**src/hdl/visr_regs.svh**
```systemverilog
// register offsets, field positions and reset values of the interrupt status block
`ifndef VISR_REGS_SVH
`define VISR_REGS_SVH
`define VISR_OFF_STATUS     12'h000
`define VISR_OFF_SWI_SET    12'h004
`define VISR_OFF_SWI_CLR    12'h008
`define VISR_OFF_RAW_STATE  12'h00c
`define VISR_OFF_EDGE_CLR   12'h010
`define VISR_OFF_REQ_LEVEL  12'h014
`define VISR_OFF_VECTOR     12'h018
`define VISR_OFF_EN0        12'h020
`define VISR_OFF_EN_ALL     12'h030
`define VISR_BIT_ABORT_EDGE_REQUEST       31
`define VISR_BIT_ACF        30
`define VISR_BIT_SF         20
`define VISR_BIT_SERIAL     17
`define VISR_BIT_HP_SIG     16
`define VISR_BIT_IRQ5       14
`define VISR_BIT_IRQ4       12
`define VISR_BIT_IRQ3       10
`define VISR_BIT_LMI        8
`define VISR_BIT_LP_SIG     7
`define VISR_BIT_IRQ2       6
`define VISR_BIT_IRQ1       4
`define VISR_SWI_LO         0
`define VISR_SWI_HI_POS     24
`define VISR_RESET_LEVEL    3'h0
`define VISR_RESET_VECTOR   8'h00
`define VISR_RESET_ENABLE   32'h0000_0000
`endif

```
**src/hdl/visr_pkg.sv**
```systemverilog
// types shared by the interrupt status block
package visr_pkg;
    typedef struct packed {
        logic abort_pressed;
        logic acfail_n;
        logic sysfail_n;
    } visr_event_s;
    typedef struct packed {
        logic       cycle_done;
        logic [2:0] level;
    } visr_iack_s;
    typedef enum logic [1:0] {
        VISR_IDLE   = 2'b00,
        VISR_ACCESS = 2'b01
    } visr_phase_e;
endpackage

```
**src/hdl/visr_irq_status.sv**
```systemverilog
// interrupt collection, software and edge requests, and bus interrupter level
//
// Chosen here: the APB register port and the placing of the registers.
`timescale 1ns/1ns
`include "visr_regs.svh"
module visr_irq_status
    import visr_pkg::*;
#(
    parameter int NUM_CPU = 4,
    parameter int NUM_SWI = 8
) (
    input  wire logic               pclk,
    input  wire logic               presetn,
    input  wire logic               psel,
    input  wire logic               penable,
    input  wire logic               pwrite,
    input  wire logic [11:0]        paddr,
    input  wire logic [31:0]        pwdata,
    output logic                    pready,
    output logic [31:0]             prdata,
    output logic                    pslverr,
    input  wire logic               system_reset,
    input  wire logic               local_reset,
    input  wire logic               serial_ctrl_request,
    input  wire logic               high_prio_signal_bit,
    input  wire logic               low_prio_signal_bit,
    input  wire logic [3:0]         loc_monitor_flag_n,
    input  wire logic [7:1]         vme_irq_n,
    input  wire visr_event_s        events,
    input  wire visr_iack_s         iack,
    output logic [7:1]              vme_irq_out_n,
    output logic [7:0]              iack_data,
    output logic                    iack_data_oe,
    output logic [NUM_CPU-1:0]      cpu_irq
);

    logic                    soft_rst;
    logic                    wr_en;
    logic                    rd_en;
    logic                    wr_swi_set;
    logic                    wr_swi_clr;
    logic                    wr_edge_clr;
    logic                    wr_level;
    logic                    wr_vector;
    logic                    wr_en_all;
    logic [NUM_SWI-1:0]      soft_irq_bit;
    logic [NUM_SWI-1:0]      next_soft_irq_bit;
    logic [2:0]              raw_state;
    logic [2:0]              raw_prev;
    logic [2:0]              raw_rise;
    logic [2:0]              edge_req;
    logic [2:0]              next_edge_req;
    logic [2:0]              bus_request_level;
    logic [2:0]              next_bus_request_level;
    logic [7:0]              interrupter_vector;
    logic [7:0]              next_interrupter_vector;
    logic [31:0]             cpu_irq_enable [NUM_CPU];
    logic [31:0]             next_cpu_irq_enable [NUM_CPU];
    logic                    next_cpu_irq [NUM_CPU];
    logic [31:0]             status_word;
    logic [31:0]             rd_word;
    logic [31:0]             next_prdata;
    logic                    iack_match;
    visr_phase_e             phase;
    visr_phase_e             next_phase;

    assign soft_rst = system_reset | local_reset;
    // zero-wait slave: every access completes in its first access cycle
    assign pready   = 1'b1;
    assign pslverr  = 1'b0;
    assign wr_en    = psel & penable & pwrite;
    // the read address is taken in the setup cycle
    assign rd_en    = psel & ~penable & ~pwrite;

    // one strobe per writable location except the per-processor enable words, decoded in the loop below; each lands in its access cycle
    assign wr_swi_set  = wr_en && (paddr == `VISR_OFF_SWI_SET);
    assign wr_swi_clr  = wr_en && (paddr == `VISR_OFF_SWI_CLR);
    assign wr_edge_clr = wr_en && (paddr == `VISR_OFF_EDGE_CLR);
    assign wr_level    = wr_en && (paddr == `VISR_OFF_REQ_LEVEL);
    assign wr_vector   = wr_en && (paddr == `VISR_OFF_VECTOR);
    assign wr_en_all   = wr_en && (paddr == `VISR_OFF_EN_ALL);

    // bus phase: the access cycle is the one after a setup cycle
    always_comb begin
        case (phase)
            VISR_IDLE: begin
                next_phase = (psel && !penable) ? VISR_ACCESS : VISR_IDLE;
            end
            VISR_ACCESS: begin
                next_phase = VISR_IDLE;
            end
            default: begin
                next_phase = VISR_IDLE;
            end
        endcase
    end

    always_ff @(posedge pclk or negedge presetn) begin
        if (!presetn) begin
            phase <= VISR_IDLE;
        end else begin
            phase <= next_phase;
        end
    end

    assign raw_state = {events.abort_pressed, ~events.acfail_n, ~events.sysfail_n};
    assign raw_rise  = raw_state & ~raw_prev;

    always_comb begin
        status_word = 32'h0000_0000;
        // edge-latched requests
        status_word[`VISR_BIT_ABORT_EDGE_REQUEST]   = edge_req[2];
        status_word[`VISR_BIT_ACF]    = edge_req[1];
        status_word[`VISR_BIT_SF]     = edge_req[0];
        // live request levels from neighbouring sources
        status_word[`VISR_BIT_SERIAL] = serial_ctrl_request;
        status_word[`VISR_BIT_HP_SIG] = high_prio_signal_bit;
        status_word[`VISR_BIT_LP_SIG] = low_prio_signal_bit;
        // bus lines are active low and shown as 1 while asserted
        status_word[`VISR_BIT_IRQ5]   = ~vme_irq_n[5];
        status_word[`VISR_BIT_IRQ4]   = ~vme_irq_n[4];
        status_word[`VISR_BIT_IRQ3]   = ~vme_irq_n[3];
        status_word[`VISR_BIT_IRQ2]   = ~vme_irq_n[2];
        status_word[`VISR_BIT_IRQ1]   = ~vme_irq_n[1];
        status_word[`VISR_BIT_LMI]    = ~(&loc_monitor_flag_n);
        // software bits split over a low and a high nibble field
        status_word[`VISR_SWI_LO +: 4] = soft_irq_bit[3:0];
        status_word[`VISR_SWI_HI_POS +: 4] = soft_irq_bit[7:4];
    end

    // software bits: set wins when the same bit is set and cleared at once
    always_comb begin
        next_soft_irq_bit = soft_irq_bit;

        if (wr_swi_clr) begin
            next_soft_irq_bit = soft_irq_bit & ~pwdata[NUM_SWI-1:0];
        end

        if (wr_swi_set) begin
            next_soft_irq_bit = soft_irq_bit | pwdata[NUM_SWI-1:0];
        end

        if (soft_rst) begin
            next_soft_irq_bit = '0;
        end
    end

    always_ff @(posedge pclk or negedge presetn) begin
        if (!presetn) begin
            soft_irq_bit <= '0;
        end else begin
            soft_irq_bit <= next_soft_irq_bit;
        end
    end

    // edge requests: a new edge in the clearing cycle still latches
    always_comb begin
        next_edge_req = edge_req;

        if (wr_edge_clr) begin
            next_edge_req = edge_req & ~pwdata[2:0];
        end

        // a source held active never re-arms: only a fresh rise sets again
        next_edge_req = next_edge_req | raw_rise;

        if (soft_rst) begin
            next_edge_req = 3'h0;
        end
    end

    // raw_prev resets to the inactive level, so idle sources give no false edge
    always_ff @(posedge pclk or negedge presetn) begin
        if (!presetn) begin
            raw_prev <= 3'h0;
            edge_req <= 3'h0;
        end else begin
            raw_prev <= raw_state;
            edge_req <= next_edge_req;
        end
    end

    assign iack_match = iack.cycle_done && (bus_request_level != 3'h0)
                        && (iack.level == bus_request_level);

    always_comb begin
        next_bus_request_level = bus_request_level;

        if (wr_level) begin
            next_bus_request_level = pwdata[2:0];
        end

        // an acknowledge of the held level beats a write in the same cycle
        if (iack_match) begin
            next_bus_request_level = 3'h0;
        end

        if (soft_rst) begin
            next_bus_request_level = `VISR_RESET_LEVEL;
        end
    end

    always_ff @(posedge pclk or negedge presetn) begin
        if (!presetn) begin
            bus_request_level <= `VISR_RESET_LEVEL;
        end else begin
            bus_request_level <= next_bus_request_level;
        end
    end

    always_comb begin
        next_interrupter_vector = interrupter_vector;

        // frozen while a request is pending, so the handler reads a stable vector
        if (wr_vector && bus_request_level == 3'h0) begin
            next_interrupter_vector = pwdata[7:0];
        end

        if (soft_rst) begin
            next_interrupter_vector = `VISR_RESET_VECTOR;
        end
    end

    always_ff @(posedge pclk or negedge presetn) begin
        if (!presetn) begin
            interrupter_vector <= `VISR_RESET_VECTOR;
        end else begin
            interrupter_vector <= next_interrupter_vector;
        end
    end

    // the write-all location updates every processor word at once
    genvar gc;
    generate
        for (gc = 0; gc < NUM_CPU; gc++) begin : g_cpu
            always_comb begin
                next_cpu_irq_enable[gc] = cpu_irq_enable[gc];

                if (wr_en_all || (wr_en && paddr == 12'(`VISR_OFF_EN0 + 4 * gc))) begin
                    next_cpu_irq_enable[gc] = pwdata;
                end

                if (soft_rst) begin
                    next_cpu_irq_enable[gc] = `VISR_RESET_ENABLE;
                end

                // registered one cycle behind the status so the output comes from a flop
                next_cpu_irq[gc] = |(status_word & cpu_irq_enable[gc]);
            end

            always_ff @(posedge pclk or negedge presetn) begin
                if (!presetn) begin
                    cpu_irq_enable[gc] <= `VISR_RESET_ENABLE;
                    cpu_irq[gc]        <= 1'b0;
                end else begin
                    cpu_irq_enable[gc] <= next_cpu_irq_enable[gc];
                    cpu_irq[gc]        <= next_cpu_irq[gc];
                end
            end
        end
    endgenerate

    // live value of the addressed register; unmapped locations read 0
    always_comb begin
        rd_word = 32'h0000_0000;
        case (paddr)
            `VISR_OFF_STATUS: begin
                rd_word = status_word;
            end
            `VISR_OFF_RAW_STATE: begin
                rd_word = {29'h0, raw_state};
            end
            `VISR_OFF_REQ_LEVEL: begin
                rd_word = {29'h0, bus_request_level};
            end
            `VISR_OFF_VECTOR: begin
                rd_word = {24'h0, interrupter_vector};
            end
            default: begin
                rd_word = 32'h0000_0000;
                for (int i = 0; i < NUM_CPU; i++) begin
                    if (paddr == 12'(`VISR_OFF_EN0 + 4 * i)) begin
                        rd_word = cpu_irq_enable[i];
                    end
                end
            end
        endcase
    end

    // read data registered in the setup cycle, held through the access cycle
    always_comb begin
        next_prdata = 32'h0000_0000;
        if (rd_en) begin
            next_prdata = rd_word;
        end else if (phase == VISR_ACCESS) begin
            next_prdata = prdata;
        end
    end

    always_ff @(posedge pclk or negedge presetn) begin
        if (!presetn) begin
            prdata <= 32'h0000_0000;
        end else begin
            prdata <= next_prdata;
        end
    end

    // request line and vector outputs follow registered state directly
    always_comb begin
        for (int l = 1; l <= 7; l++) begin
            vme_irq_out_n[l] = ~(bus_request_level == 3'(l));
        end
    end

    assign iack_data    = interrupter_vector;
    // offered whenever the address level matches; the bus side qualifies it
    assign iack_data_oe = (bus_request_level != 3'h0)
                          && (iack.level == bus_request_level);

endmodule

```
**config.mk**
```make
export PLATFORM = sky130hd
export DESIGN_NAME = visr_irq_status
export DESIGN_NICKNAME = d
export VERILOG_FILES = /design/src/hdl/visr_pkg.sv /design/src/hdl/visr_irq_status.sv
export VERILOG_INCLUDE_DIRS = /design/src /design/src/hdl
export SDC_FILE = /design/constraint.sdc
export NUM_CORES = 1
export LEC_CHECK = 0
export BUFFER_PORTS_ARGS = -buffer_cell sky130_fd_sc_hd__buf_2
export CAP_MARGIN = 0
export CORE_MARGIN = 1
export CORE_UTILIZATION = 60
export DETAILED_ROUTE_END_ITERATION = 12
export PLACE_DENSITY = 0.91
export SLEW_MARGIN = 20
export SYNTH_ARGS = -nofsm -noshare
export SYNTH_HDL_FRONTEND = slang
export SYNTH_SLANG_ARGS = --single-unit
```
**constraint.sdc**
```tcl
create_clock -name pclk -period 4.4 [get_ports pclk]
set_clock_uncertainty 0.2 [all_clocks]
set_input_delay 0.44 -clock pclk [delete_from_list [all_inputs] [get_ports pclk]]
set_output_delay 0.44 -clock pclk [all_outputs]
set_load 0.01 [all_outputs]
```
Word level (Yosys, flattened, before mapping) --
Index checks and enable logic that the tools add are counted.
Word-level totals: ROM bits 0, output and inout bits 54, register bits 190, latch bits 0, bits of input ports 72, memory bits (writable) 0, memories 0, logic and storage cells 133
Cells by class: order comparisons 0, shift operators 0, reduce and logical (&&, ||, !) cells 36, add/sub/neg operators 0, $mul 0, bitwise operators 34, div/mod/pow operators 0, equality and inequality tests 21, multiplexer cells 27
Operator list (count):
- two-way mux 32 bit | 14
- AND 32 bit | 4
- case mux 32 bit (4 select lines) | 1
- OR reduction 32 bit | 4
- equality test 12 x 6 -> 1 bit (second input constant) | 5
- two-way mux 8 bit | 5
- equality test 12 x 5 -> 1 bit (second input constant) | 3
- equality test 12 x 4 -> 1 bit (second input constant) | 2
- inverter 1 bit | 17
- logical AND 1 bit | 15
- two-way mux 3 bit | 5
- equality test 12 x 3 -> 1 bit (second input constant) | 1
- equality test 3 bit (second input constant) | 4
- zero test 12 bit | 1
- nonzero test 2 bit | 5
- nonzero test 3 bit | 3
- AND 8 bit | 1
- inverter 8 bit | 1
- OR 8 bit | 1
- AND 3 bit | 2
- equality test 3 x 2 -> 1 bit (second input constant) | 2
- inverter 3 bit | 2
- AND 1 bit | 4
- logical OR 1 bit | 4
- 11 further kinds | 12

Logic depth before layout (Yosys ltp) --
Gate-level depths: netlist (run 1).
word-level depth 7, depth in mapped cells 8, depth with buffers taken out 5

Worst setup path before layout (run 1) --
Ideal clock, no wire load.
kind in2reg, start in paddr[2], end reg prdata[3], arrival time 2087 ps, buffers on the path 3, stages on the path 8, library setup time 121 ps, data required time 4079 ps, setup slack 1992 ps, cell sequence clkbuf_1 buf_2 buf_1 mux2i_1 nor2_1 a221oi_1 o22ai_1 a22o_1
On the way: longest elaborated chain between the ends 7, elaborated cells between the ends (all ways) 14, those cells by class eq/ne: 7; mux: 6; reduce/logical: 1
Ends and longest elaborated chain:
- from (decl) | line visr_irq_status.sv:17 | input wire logic [11:0] paddr,
- equality test 12 x 6 -> 1 bit | line visr_irq_status.sv:282 | if (paddr == 12'(`VISR_OFF_EN0 + 4 * i)) begin
- two-way mux 32 bit (4 in series) | line visr_irq_status.sv:282
- case mux 32 bit (4 select lines) * | line visr_irq_status.sv:266 | case (paddr)
- two-way mux 32 bit * | line visr_irq_status.sv:293 | if (rd_en) begin
- to (signal assigned) | line visr_irq_status.sv:304 | prdata <= next_prdata;
- to (decl) | line visr_irq_status.sv:20 | output logic [31:0] prdata,
Mark *: on every way between the ends. The rest lies on a longest branch, timed or not. A chain may end at the register's enable or synchronous reset.

Worst setup path in the final report (run 1) --
start in paddr[4], end reg cpu_irq_enable[24] in the netlist's numbering
On the way: longest elaborated chain between the ends 4, elaborated cells between the ends (all ways) 6, those cells by class eq/ne: 2; reduce/logical: 4
Ends and longest elaborated chain:
- equality test 12 x 6 -> 1 bit (on tied branches)
- logical AND 1 bit (on tied branches) | line visr_irq_status.sv:81, visr_irq_status.sv:239
- logical OR 1 bit * | line visr_irq_status.sv:239 | if (wr_en_all || (wr_en && paddr == 12'(`VISR_OFF_EN0 + 4 * gc))) begin
- nonzero test 2 bit (no line) *
- to (signal, indexed assignment) | line visr_irq_status.sv:253 | cpu_irq_enable[gc] <= `VISR_RESET_ENABLE;
- to (signal, indexed assignment) | line visr_irq_status.sv:256 | cpu_irq_enable[gc] <= next_cpu_irq_enable[gc];
- to (decl) | line visr_irq_status.sv:57 | logic [31:0] cpu_irq_enable [NUM_CPU];
Marked as above.

==> flow_metrics.env, run 1 <==
export IMPL_dp_hpwl_um=17400
export IMPL_avgRoutedWirePerCell_um=24.6
export IMPL_timing_hold_ws_ps=28.6
export IMPL_via_count=7475
export IMPL_start_kind="input port"
export IMPL_rsz0062_at_grt="no"
export IMPL_nNetsFinal=945
export IMPL_cts_max_level=4
export IMPL_diodes=0
export IMPL_critPathKind="in -> reg"
export IMPL_ant_nets=0
export IMPL_wl_met1_um=9950
export IMPL_fmax_mhz=344
export IMPL_drv_slew=0
export IMPL_dp_cells=1033
export IMPL_postSynthAreaPerCell_um2=12.1
export IMPL_insertion_delay_ps=450
export IMPL_yosysWarnings=0
export IMPL_grtUsageTotal_pct=34.9
export IMPL_grt_pass1_vias=7408
export IMPL_path_max_fanout=32
export IMPL_final_instance_count_excl_fill=1069
export IMPL_postCtsResizedCells=0
export IMPL_period_needed_ps=2910
export IMPL_slew_headroom_pct=37.1
export IMPL_hold_viol_final=0
export IMPL_drv_cap=0
export IMPL_die_h_um=126
export IMPL_dieWidth_um=126
export IMPL_final_util_pct=72.0
export IMPL_cts_setup_buffers=0
export IMPL_ys_ff_latch=190
export IMPL_fp_row_count=44
export IMPL_status="complete, no violations"
export IMPL_core_um2=14800
export IMPL_synth_edf_count=0
export IMPL_dr_wl_met3_um=3100
export IMPL_synth_cell_types=56
export IMPL_syn_nets=830
export IMPL_drt_wl_total_um=26300
export IMPL_peakVddDrop_uv=303
export IMPL_area_delta_synth_final_pct=15.6
export IMPL_dieArea_um2=15800
export IMPL_io_pins=126
export IMPL_gp_routability_congestion=0.993
export IMPL_hold_path_class="in -> reg"
export IMPL_grt_max_degree=119
export IMPL_cts_sinks=190
export IMPL_io_buffers=121
export IMPL_grt_overflow=0
export IMPL_cts_tree="yes"
export IMPL_cts_max_path_buffers=2
export IMPL_dr_wl_met2_um=12100
export IMPL_drtIter0Drc=965
export IMPL_setup_tns_ps=0
export IMPL_fin_crit_sh_pct=66.1
export IMPL_grt_pass1_wl_um=41100
export IMPL_syn_inst=758
export IMPL_dominantRegCellSynth="dfrtp_1"
export IMPL_highest_layer="met4"
export IMPL_setup_viol=0
export IMPL_p_leak_nw=4.95
export IMPL_cp_required_ps=4530
export IMPL_drc=0
export IMPL_drt_pass1_iterations=6
export IMPL_ys_seq_area_share_pct=51.7
export IMPL_async_reset_ff_share_pct=100
export IMPL_drive_gt1_share_pct=37.6
export IMPL_via_per_inst=6.99
export IMPL_cts_made_buffers=17
export IMPL_power_density_nw_per_um2=354
export IMPL_start_util_pct=62.3
export IMPL_tightestPinTransition_ps=944
export IMPL_antenna_found_initial=0
export IMPL_clk_pin_slew_ps=70
export IMPL_arrival_ps=3040
export IMPL_endpoint_kind="flip-flop"
export IMPL_cts_root_buf="clkbuf_16"
export IMPL_syn_area_um2=9190
==> through the flow <==
step                total power, mW  cell area [um2]  setup WS, ps
global route                   3.86            10600          1400
detailed placement             2.28            10000          1100
floorplan                      2.11             9190          1990
finish                         3.76            10600          1490
CTS                            3.75            10600          1560
global placement               2.27            10000          1140
==> critical path, stage by stage <==
cell and delay, ps:
buf_2 180, nor4b_1 700, and3_1 640, and2_1 310
a21oi_4 70, buf_4 320, mux2_2 340
==> worst paths after layout <==
path	startpoint	to	slack, ps	depth (start not counted)
max	paddr[4]	cpu_irq_enable[24]	1490	7
min	pwdata[4]	soft_irq_bit[4]	30	2
max reg2reg	bus_request_level[2]	iack_data[4]	2070	4
min reg2reg	prdata[8]	prdata[8]	270	2
max in group asynchronous	presetn	cpu_irq_enable[20]	2570	3
min in group asynchronous	presetn	cpu_irq_enable[4]	470	2
==> cell families after synthesis <==
family          synth area share (%)
other cells                   0.0817
buf+inv                         2.49
xor+xnor                       0.449
compound gates                  12.8
simple gates                    11.0
mux                             21.4
flops                           51.7
==> placed cells by master (no fill, tap or decap), types with 4 or more instances in the layout <==
master         count
dfrtp_1          190
mux2_2           129
buf_2            120
nand2_1           48
and2_1            33
nor2_1            30
o21ai_0           30
a221oi_1          19
a21oi_1           18
a22oi_1           17
clkbuf_16         17
mux4_2            16
mux2i_1           15
buf_4             15
a211oi_1          14
nor2b_1           14
a22o_1            12
a211o_1           11
o221ai_1          11
inv_1             10
nand3_1            7
or3_1              7
nand4_1            7
a32oi_1            7
or2_2              5
inv_6              5
dlygate4sd3_1      5
nand3b_1           4
a222oi_1           4
clkinv_2           4
==> flip-flops by register name, indices dropped and copies added (netlist names) <==
signal / cells
bus_request_level: 3
cpu_irq: 4
cpu_irq_enable: 128
edge_req: 3
iack_data: 8
phase: 1
prdata: 32
raw_prev: 3
soft_irq_bit: 8
==> area by class of cell <==
class / instances / area (um2)
sequential: 190 / 4750
fill: 987 / 4130
timing repair buffer: 141 / 777
clock inverter: 14 / 134
clock buffer: 17 / 425
tap: 184 / 230
multi-input combinational: 513 / 4270
inverter: 10 / 37.5
==> per-layer routing <==
| metal | global-route usage (%) | up-vias |
|---|---|---|
| met4 | 18.1 | 0 |
| met3 | 11.1 | 137 |
| met2 | 53.0 | 550 |
| met5 | 0 | - |
| met1 | 45.2 | 3706 |
| li1 | - | 3082 |
==> where the power goes <==
group	total, mW	switching [mW]	leakage [nW]	internal [mW]
clock	1.49	0.702	0.273	0.786
combinational	0.393	0.223	2.11	0.170
sequential	1.88	0.0601	2.57	1.82
total	3.76	0.985	4.95	2.77
==> what timing repair did <==
action,4_1_cts,5_1_grt
hold buffers,5,0
endpoints found under the setup margin,0,0
endpoints found under the hold margin,115,0
==> Yosys cell counts, drive strengths merged (16+ instances only) <==
cell | instances | area [um2]
a22oi | 17 | 128
buf | 17 | 86.3
mux2 | 129 | 1450
clkbuf | 28 | 105
a221oi | 19 | 166
mux4 | 16 | 360
and2 | 35 | 219
nor2 | 31 | 116
o21ai | 31 | 155
nand2 | 48 | 180
a21oi | 20 | 100
dfrtp | 190 | 4750
Power figures use the tool's default switching activity.
==> run 2, diff against run 1 <==
--- a/config.mk
+++ b/config.mk
@@ -9,9 +9,9 @@
 export BUFFER_PORTS_ARGS = -buffer_cell sky130_fd_sc_hd__buf_2
 export CAP_MARGIN = 0
 export CORE_MARGIN = 1
-export CORE_UTILIZATION = 60
+export CORE_UTILIZATION = 58
 export DETAILED_ROUTE_END_ITERATION = 12
-export PLACE_DENSITY = 0.91
+export PLACE_DENSITY = 0.88
 export SLEW_MARGIN = 20
 export SYNTH_ARGS = -nofsm -noshare
 export SYNTH_HDL_FRONTEND = slang
==> constraint.sdc (replaced) <==
create_clock -name pclk -period 3.01 [get_ports pclk]
set_clock_uncertainty 0.2 [all_clocks]
set_input_delay 0.301 -clock pclk [delete_from_list [all_inputs] [get_ports pclk]]
set_output_delay 0.301 -clock pclk [all_outputs]
set_load 0.01 [all_outputs]
==> run 2 against run 1 <==
Worst hold slack gained 49 ps. Wire length about the same. Sequential power increased by 46%. Sequential share of layout area decreased by 1.1 points. Critical path depth is 2 higher. Core utilization shrank 0.89 points. Setup slack worse by 1100 ps. First-iteration DRC count increased by 4.6%. Die area increased by 3.4%. Register-to-register slack worse by 950 ps. Critical path type unchanged. Critical endpoint is now cpu_irq_enable[85].
==> flow_metrics.env, run 2 (synthesis gave the netlist of run 1 again) <==
export IMPL_path_buf_inv=4
export IMPL_ant_nets=0
export IMPL_crit_chain="dlygate4sd3_1 > buf_2 > and3_1 > nand3_1 > o21ai_1 > buf_4 > a31oi_4 > buf_4 > mux2_2"
export IMPL_critPathKind="in -> reg"
export IMPL_via_per_inst=6.73
export IMPL_cts_setup_buffers=0
export IMPL_dieWidth_um=128
export IMPL_crit_slowest_cell="dlygate4sd3_1"
export IMPL_cts_root_buf="clkbuf_16"
export IMPL_io_pins=126
export IMPL_final_cell_mix="dfrtp_1, mux2_2, buf_2, nand2_1, and2_1"
export IMPL_netSwitchingPower_mw=1.39
export IMPL_grtUsageTotal_pct=33.5
export IMPL_critical_path_top_delay_family="buffers and inverters"
export IMPL_start_kind="input port"
export IMPL_peakVddDrop_uv=480
export IMPL_cts_tree="yes"
export IMPL_period_needed_ps=2620
export IMPL_power_mw=5.71
export IMPL_final_common_cell="dfrtp_1"
export IMPL_drive_gt1_share_pct=37.6
export IMPL_postCtsResizedCells=0
export IMPL_swShare_pct=24.4
export IMPL_insertion_delay_ps=440
export IMPL_clk_pin_slew_ps=70
export IMPL_drtIter0Drc=1009
export IMPL_drt_pass1_iterations=7
export IMPL_diodes=0
export IMPL_core_um2=15300
export IMPL_fp_row_count=45
export IMPL_fmax_mhz=382
export IMPL_grt_overflow=0
export IMPL_regMostFlops="cpu_irq_enable"
export IMPL_grt_pass1_wl_um=40800
export IMPL_dp_hpwl_um=17400
export IMPL_antenna_found_initial=1
export IMPL_dieArea_um2=16400
export IMPL_reg_top3="cpu_irq_enable x128, prdata x32"
export IMPL_path_max_fanout=32
export IMPL_drc=0
export IMPL_status="complete, no violations"
export IMPL_cp_required_ps=3130
export IMPL_nNetsFinal=963
export IMPL_cts_sinks=190
export IMPL_gp_routability_congestion=0.961
export IMPL_tightestPinTransition_ps=675
export IMPL_drv_slew=0
export IMPL_die_h_um=128
export IMPL_io_buffers=121
export IMPL_hold_buffers=15
export IMPL_dp_cells=1068
export IMPL_drv_cap=0
export IMPL_cts_max_path_buffers=2
export IMPL_drt_wl_total_um=26300
export IMPL_slew_headroom_pct=55.0
export IMPL_timing_final_ws_setup_ps=392
export IMPL_p_leak_nw=5.07
export IMPL_avgRoutedWirePerCell_um=23.6
export IMPL_setup_tns_ps=0
export IMPL_arrival_ps=2740
export IMPL_hold_viol_final=0
export IMPL_grt_pass1_vias=7377
export IMPL_cts_made_buffers=17
export IMPL_setup_viol=0
export IMPL_power_frac_seq_pct=48.0
export IMPL_largest_register_ffs=128
export IMPL_grt_max_degree=72
export IMPL_start_util_pct=60.0
export IMPL_cpPeakStageDelay_ps=540
export IMPL_dp_slack_ps=378
export IMPL_endpoint_kind="flip-flop"
export IMPL_rsz0062_at_grt="no"
export IMPL_hold_path_class="in -> reg"
export IMPL_fill_cells=1043
export IMPL_crit_top_cell="buf_4"
export IMPL_fin_crit_sh_pct=87.0
export IMPL_pwr_share_clk_pct=41.7
export IMPL_pwr_share_comb_pct=10.3
export IMPL_final_instance_count_excl_fill=1115
export IMPL_p_int_mw=4.32
export IMPL_via_count=7505
export IMPL_timing_hold_ws_ps=77.3
export IMPL_cts_max_level=4
export IMPL_area_delta_synth_final_pct=18.6
export IMPL_power_density_nw_per_um2=524
[run 2: changes by cell type in the layout (fill, tap and decap cells not counted), sizes merged]
cell / before / now
buf: 135 / 143
bufinv: 1 / 4
clkbuf: 18 / 20
clkinv: 6 / 4
dlygate4sd3: 5 / 15
inv: 15 / 13
[run 2: cell type report]
class                      instances  area, um2  area share, %
tap                              211        264           2.42
timing repair buffer             159        950           8.72
inverter                          10       37.5          0.345
clock buffer                      19        433           3.97
multi-input combinational        513       4270           39.2
clock inverter                    13        188           1.72
sequential                       190       4750           43.6
[run 2: power groups by stage]
stage	Sequential [mW]	Clock [mW]	Combinational [mW]
global route	2.75	2.48	0.627
CTS	2.74	2.38	0.582
floorplan	2.76	0	0.324
global placement	2.77	0	0.545
finish	2.74	2.38	0.590
detailed placement	2.78	0	0.558
[run 2: final timing paths]
path                       depth (start not counted)  slack [ps]                   to                 start
max                                                9         390   cpu_irq_enable[85]               penable
min                                                3          80  cpu_irq_enable[109]            pwdata[13]
max reg2reg                                        5        1120         iack_data[7]  bus_request_level[2]
min reg2reg                                        2         260            prdata[5]             prdata[5]
max in group asynchronous                          3        1570   cpu_irq_enable[80]               presetn
min in group asynchronous                          2         230         iack_data[7]               presetn
[run 2: layer usage]
| metal | track usage [%] | vias up | routed length (um) |
|---|---|---|---|
| li1 | - | 3111 | - |
| met1 | 43.9 | 3697 | 10100 |
| met2 | 52.0 | 570 | 12200 |
| met3 | 8.18 | 125 | 2810 |
| met4 | 17.5 | 2 | 1180 |
| met5 | 0 | - | 11 |
[run 2: per-stage QoR]
stage / utilization (%) / instance area [um2]
floorplan: - / 9190
detailed placement: 66.1 / 10100
CTS: 71.1 / 10900
global placement: 66.1 / 10100
finish: 71.1 / 10900
global route: 71.1 / 10900
[run 2: tightest hold or removal path: cells and delay by family]
family | cells | cell delay (ps)
muxes | 1 | 160
and+or+nand+nor | 1 | 160
buffers and inverters | 1 | 70
==> run 3, diff against run 2 <==
--- a/config.mk
+++ b/config.mk
@@ -6,7 +6,7 @@
 export SDC_FILE = /design/constraint.sdc
 export NUM_CORES = 1
 export LEC_CHECK = 0
-export BUFFER_PORTS_ARGS = -buffer_cell sky130_fd_sc_hd__buf_2
+export BUFFER_PORTS_ARGS = -buffer_cell sky130_fd_sc_hd__buf_4
 export CAP_MARGIN = 0
 export CORE_MARGIN = 1
 export CORE_UTILIZATION = 58
==> run 3 against run 2 <==
Sequential power hardly changed. Count of clock-buffer cells in the layout is 1 lower. Core utilization is 2.2 points higher. Critical path type unchanged. Critical endpoint is now cpu_irq_enable[76]. Largest cell class unchanged. Highest routed layer is now met4.
==> flow_metrics.env, run 3 (synthesis gave the netlist of run 1 again) <==
export IMPL_endpoint_kind="flip-flop"
export IMPL_area_delta_synth_final_pct=22.2
export IMPL_dieWidth_um=128
export IMPL_cts_max_level=4
export IMPL_via_count=7289
export IMPL_rsz0062_at_grt="no"
export IMPL_hold_path_class="in -> reg"
export IMPL_holdCritStartpoint="high_prio_signal_bit"
export IMPL_final_common_cell="dfrtp_1"
export IMPL_start_util_pct=60.0
export IMPL_period_needed_ps=2590
export IMPL_r2r_cells=4
export IMPL_gp_routability_congestion=0.948
export IMPL_cp_required_ps=3140
export IMPL_drive_gt1_share_pct=37.8
export IMPL_peakVddDrop_uv=460
export IMPL_largest_register_ffs=128
export IMPL_cts_setup_buffers=0
export IMPL_via_per_inst=6.54
export IMPL_cts_tree="yes"
export IMPL_dieArea_um2=16400
export IMPL_drv_slew=0
export IMPL_cts_sinks=190
export IMPL_drtIter0Drc=793
export IMPL_die_h_um=128
export IMPL_setup_tns_ps=0
export IMPL_power_density_nw_per_um2=519
export IMPL_grt_max_degree=70
export IMPL_drc=0
export IMPL_r2r_setup_slack_ps=1140
export IMPL_ant_nets=0
export IMPL_insertion_delay_ps=440
export IMPL_dp_slack_ps=428
export IMPL_io_buffers=121
export IMPL_path_max_fanout=32
export IMPL_cts_root_buf="clkbuf_16"
export IMPL_core_um2=15300
export IMPL_hold_viol_final=0
export IMPL_drt_wl_total_um=26400
export IMPL_hold_depth=3
export IMPL_avgRoutedWirePerCell_um=23.7
export IMPL_io_pins=126
export IMPL_critPathKind="in -> reg"
export IMPL_final_cell_mix="dfrtp_1, buf_4, mux2_2, nand2_1, and2_1"
export IMPL_start_kind="input port"
export IMPL_clk_pin_slew_ps=70
export IMPL_postCtsResizedCells=0
export IMPL_antenna_found_initial=1
export IMPL_arrival_ps=2710
export IMPL_tightestPinTransition_ps=692
export IMPL_reg_top3="cpu_irq_enable x128, prdata x32"
export IMPL_nNetsFinal=963
export IMPL_grtUsageTotal_pct=34.0
export IMPL_drt_pass1_iterations=7
export IMPL_regMostFlops="cpu_irq_enable"
export IMPL_r2r_start="soft_irq_bit[6]"
export IMPL_dp_hpwl_um=17800
export IMPL_grt_pass1_wl_um=41400
export IMPL_status="complete, no violations"
export IMPL_fin_crit_sh_pct=85.9
export IMPL_cts_max_path_buffers=2
export IMPL_fp_row_count=45
export IMPL_multiInputGateArea_um2=4270
export IMPL_p_leak_nw=5.16
export IMPL_fmax_mhz=387
export IMPL_grt_overflow=0
export IMPL_drv_cap=0
export IMPL_cts_made_buffers=17
export IMPL_timing_rr_end="cpu_irq[0]"
export IMPL_min_to="cpu_irq[1]"
export IMPL_seqCellArea_um2=4750
export IMPL_fill_cells=1010
export IMPL_timing_final_ws_setup_ps=425
export IMPL_grt_pass1_vias=7294
export IMPL_slew_headroom_pct=53.2
export IMPL_setup_viol=0
export IMPL_diodes=0
-- run 3: cell count changes in the layout (fill, tap and decap cells not counted), sizes merged --
cell,before,now
buf,143,144
clkinvlp,2,1
clkbuf,20,18
inv,13,14
-- run 3: worst max-delay path, stage by stage --
cell           delay [ps]
dlygate4sd3_1         540
buf_4                 140
and3_1                240
nand3_1               180
o21ai_1                90
buf_4                 180
a31oi_4               130
buf_4                 460
mux2_2                410
-- run 3: through the flow --
stage | power [mW] | hold slack, ps | area, um2 | utilization [%] | instances
5_1_grt | 5.99 | 31.0 | 11200 | 73.3 | 1114
6_report | 5.83 | 19.6 | 11200 | 73.3 | 1114
3_3_place_gp | 3.36 | 122 | 10400 | 68.1 | 1068
4_1_cts | 5.82 | 9.22 | 11200 | 73.3 | 1114
3_5_place_dp | 3.37 | 125 | 10400 | 68.1 | 1068
2_1_floorplan | 3.08 | -195 | 9190 | - | 758
-- run 3: metal layers --
layer / GRT usage, % / vias up / wire, um
met1: 45.6 / 3646 / 10400
met4: 14.5 / 0 / 952
met3: 8.56 / 85 / 2610
met2: 53.0 / 446 / 12400
li1: - / 3112 / -
met5: 0 / - / 0
-- run 3: layout make-up --
class | count | area share (%)
Timing Repair Buffer | 159 | 11.2
Inverter | 10 | 0.334
Sequential cell | 190 | 42.3
Clock inverter | 13 | 1.84
Tap cell | 211 | 2.35
Multi-Input combinational cell | 513 | 38.0
Clock buffer | 18 | 3.91
-- run 3: what timing repair did --
| action | CTS | global route |
|---|---|---|
| endpoints found under the hold margin | 86 | 0 |
| hold buffers | 15 | 0 |
| endpoints found under the setup margin | 0 | 0 |
-- run 3: worst max-delay path by stage --
stage | startpoint | end | cells after the start
after global placement | paddr[4] | cpu_irq_enable[1] | 7
after CTS | penable | cpu_irq_enable[76] | 9
after global routing | penable | cpu_irq_enable[90] | 9
final | penable | cpu_irq_enable[76] | 9
after detailed placement | paddr[4] | cpu_irq_enable[31] | 7
after floorplan | paddr[2] | prdata[3] | 8
-- run 3: power breakdown --
part	switching, mW	internal, mW
Combinational	0.327	0.294
Sequential	0.0828	2.66
Clock	1.04	1.43
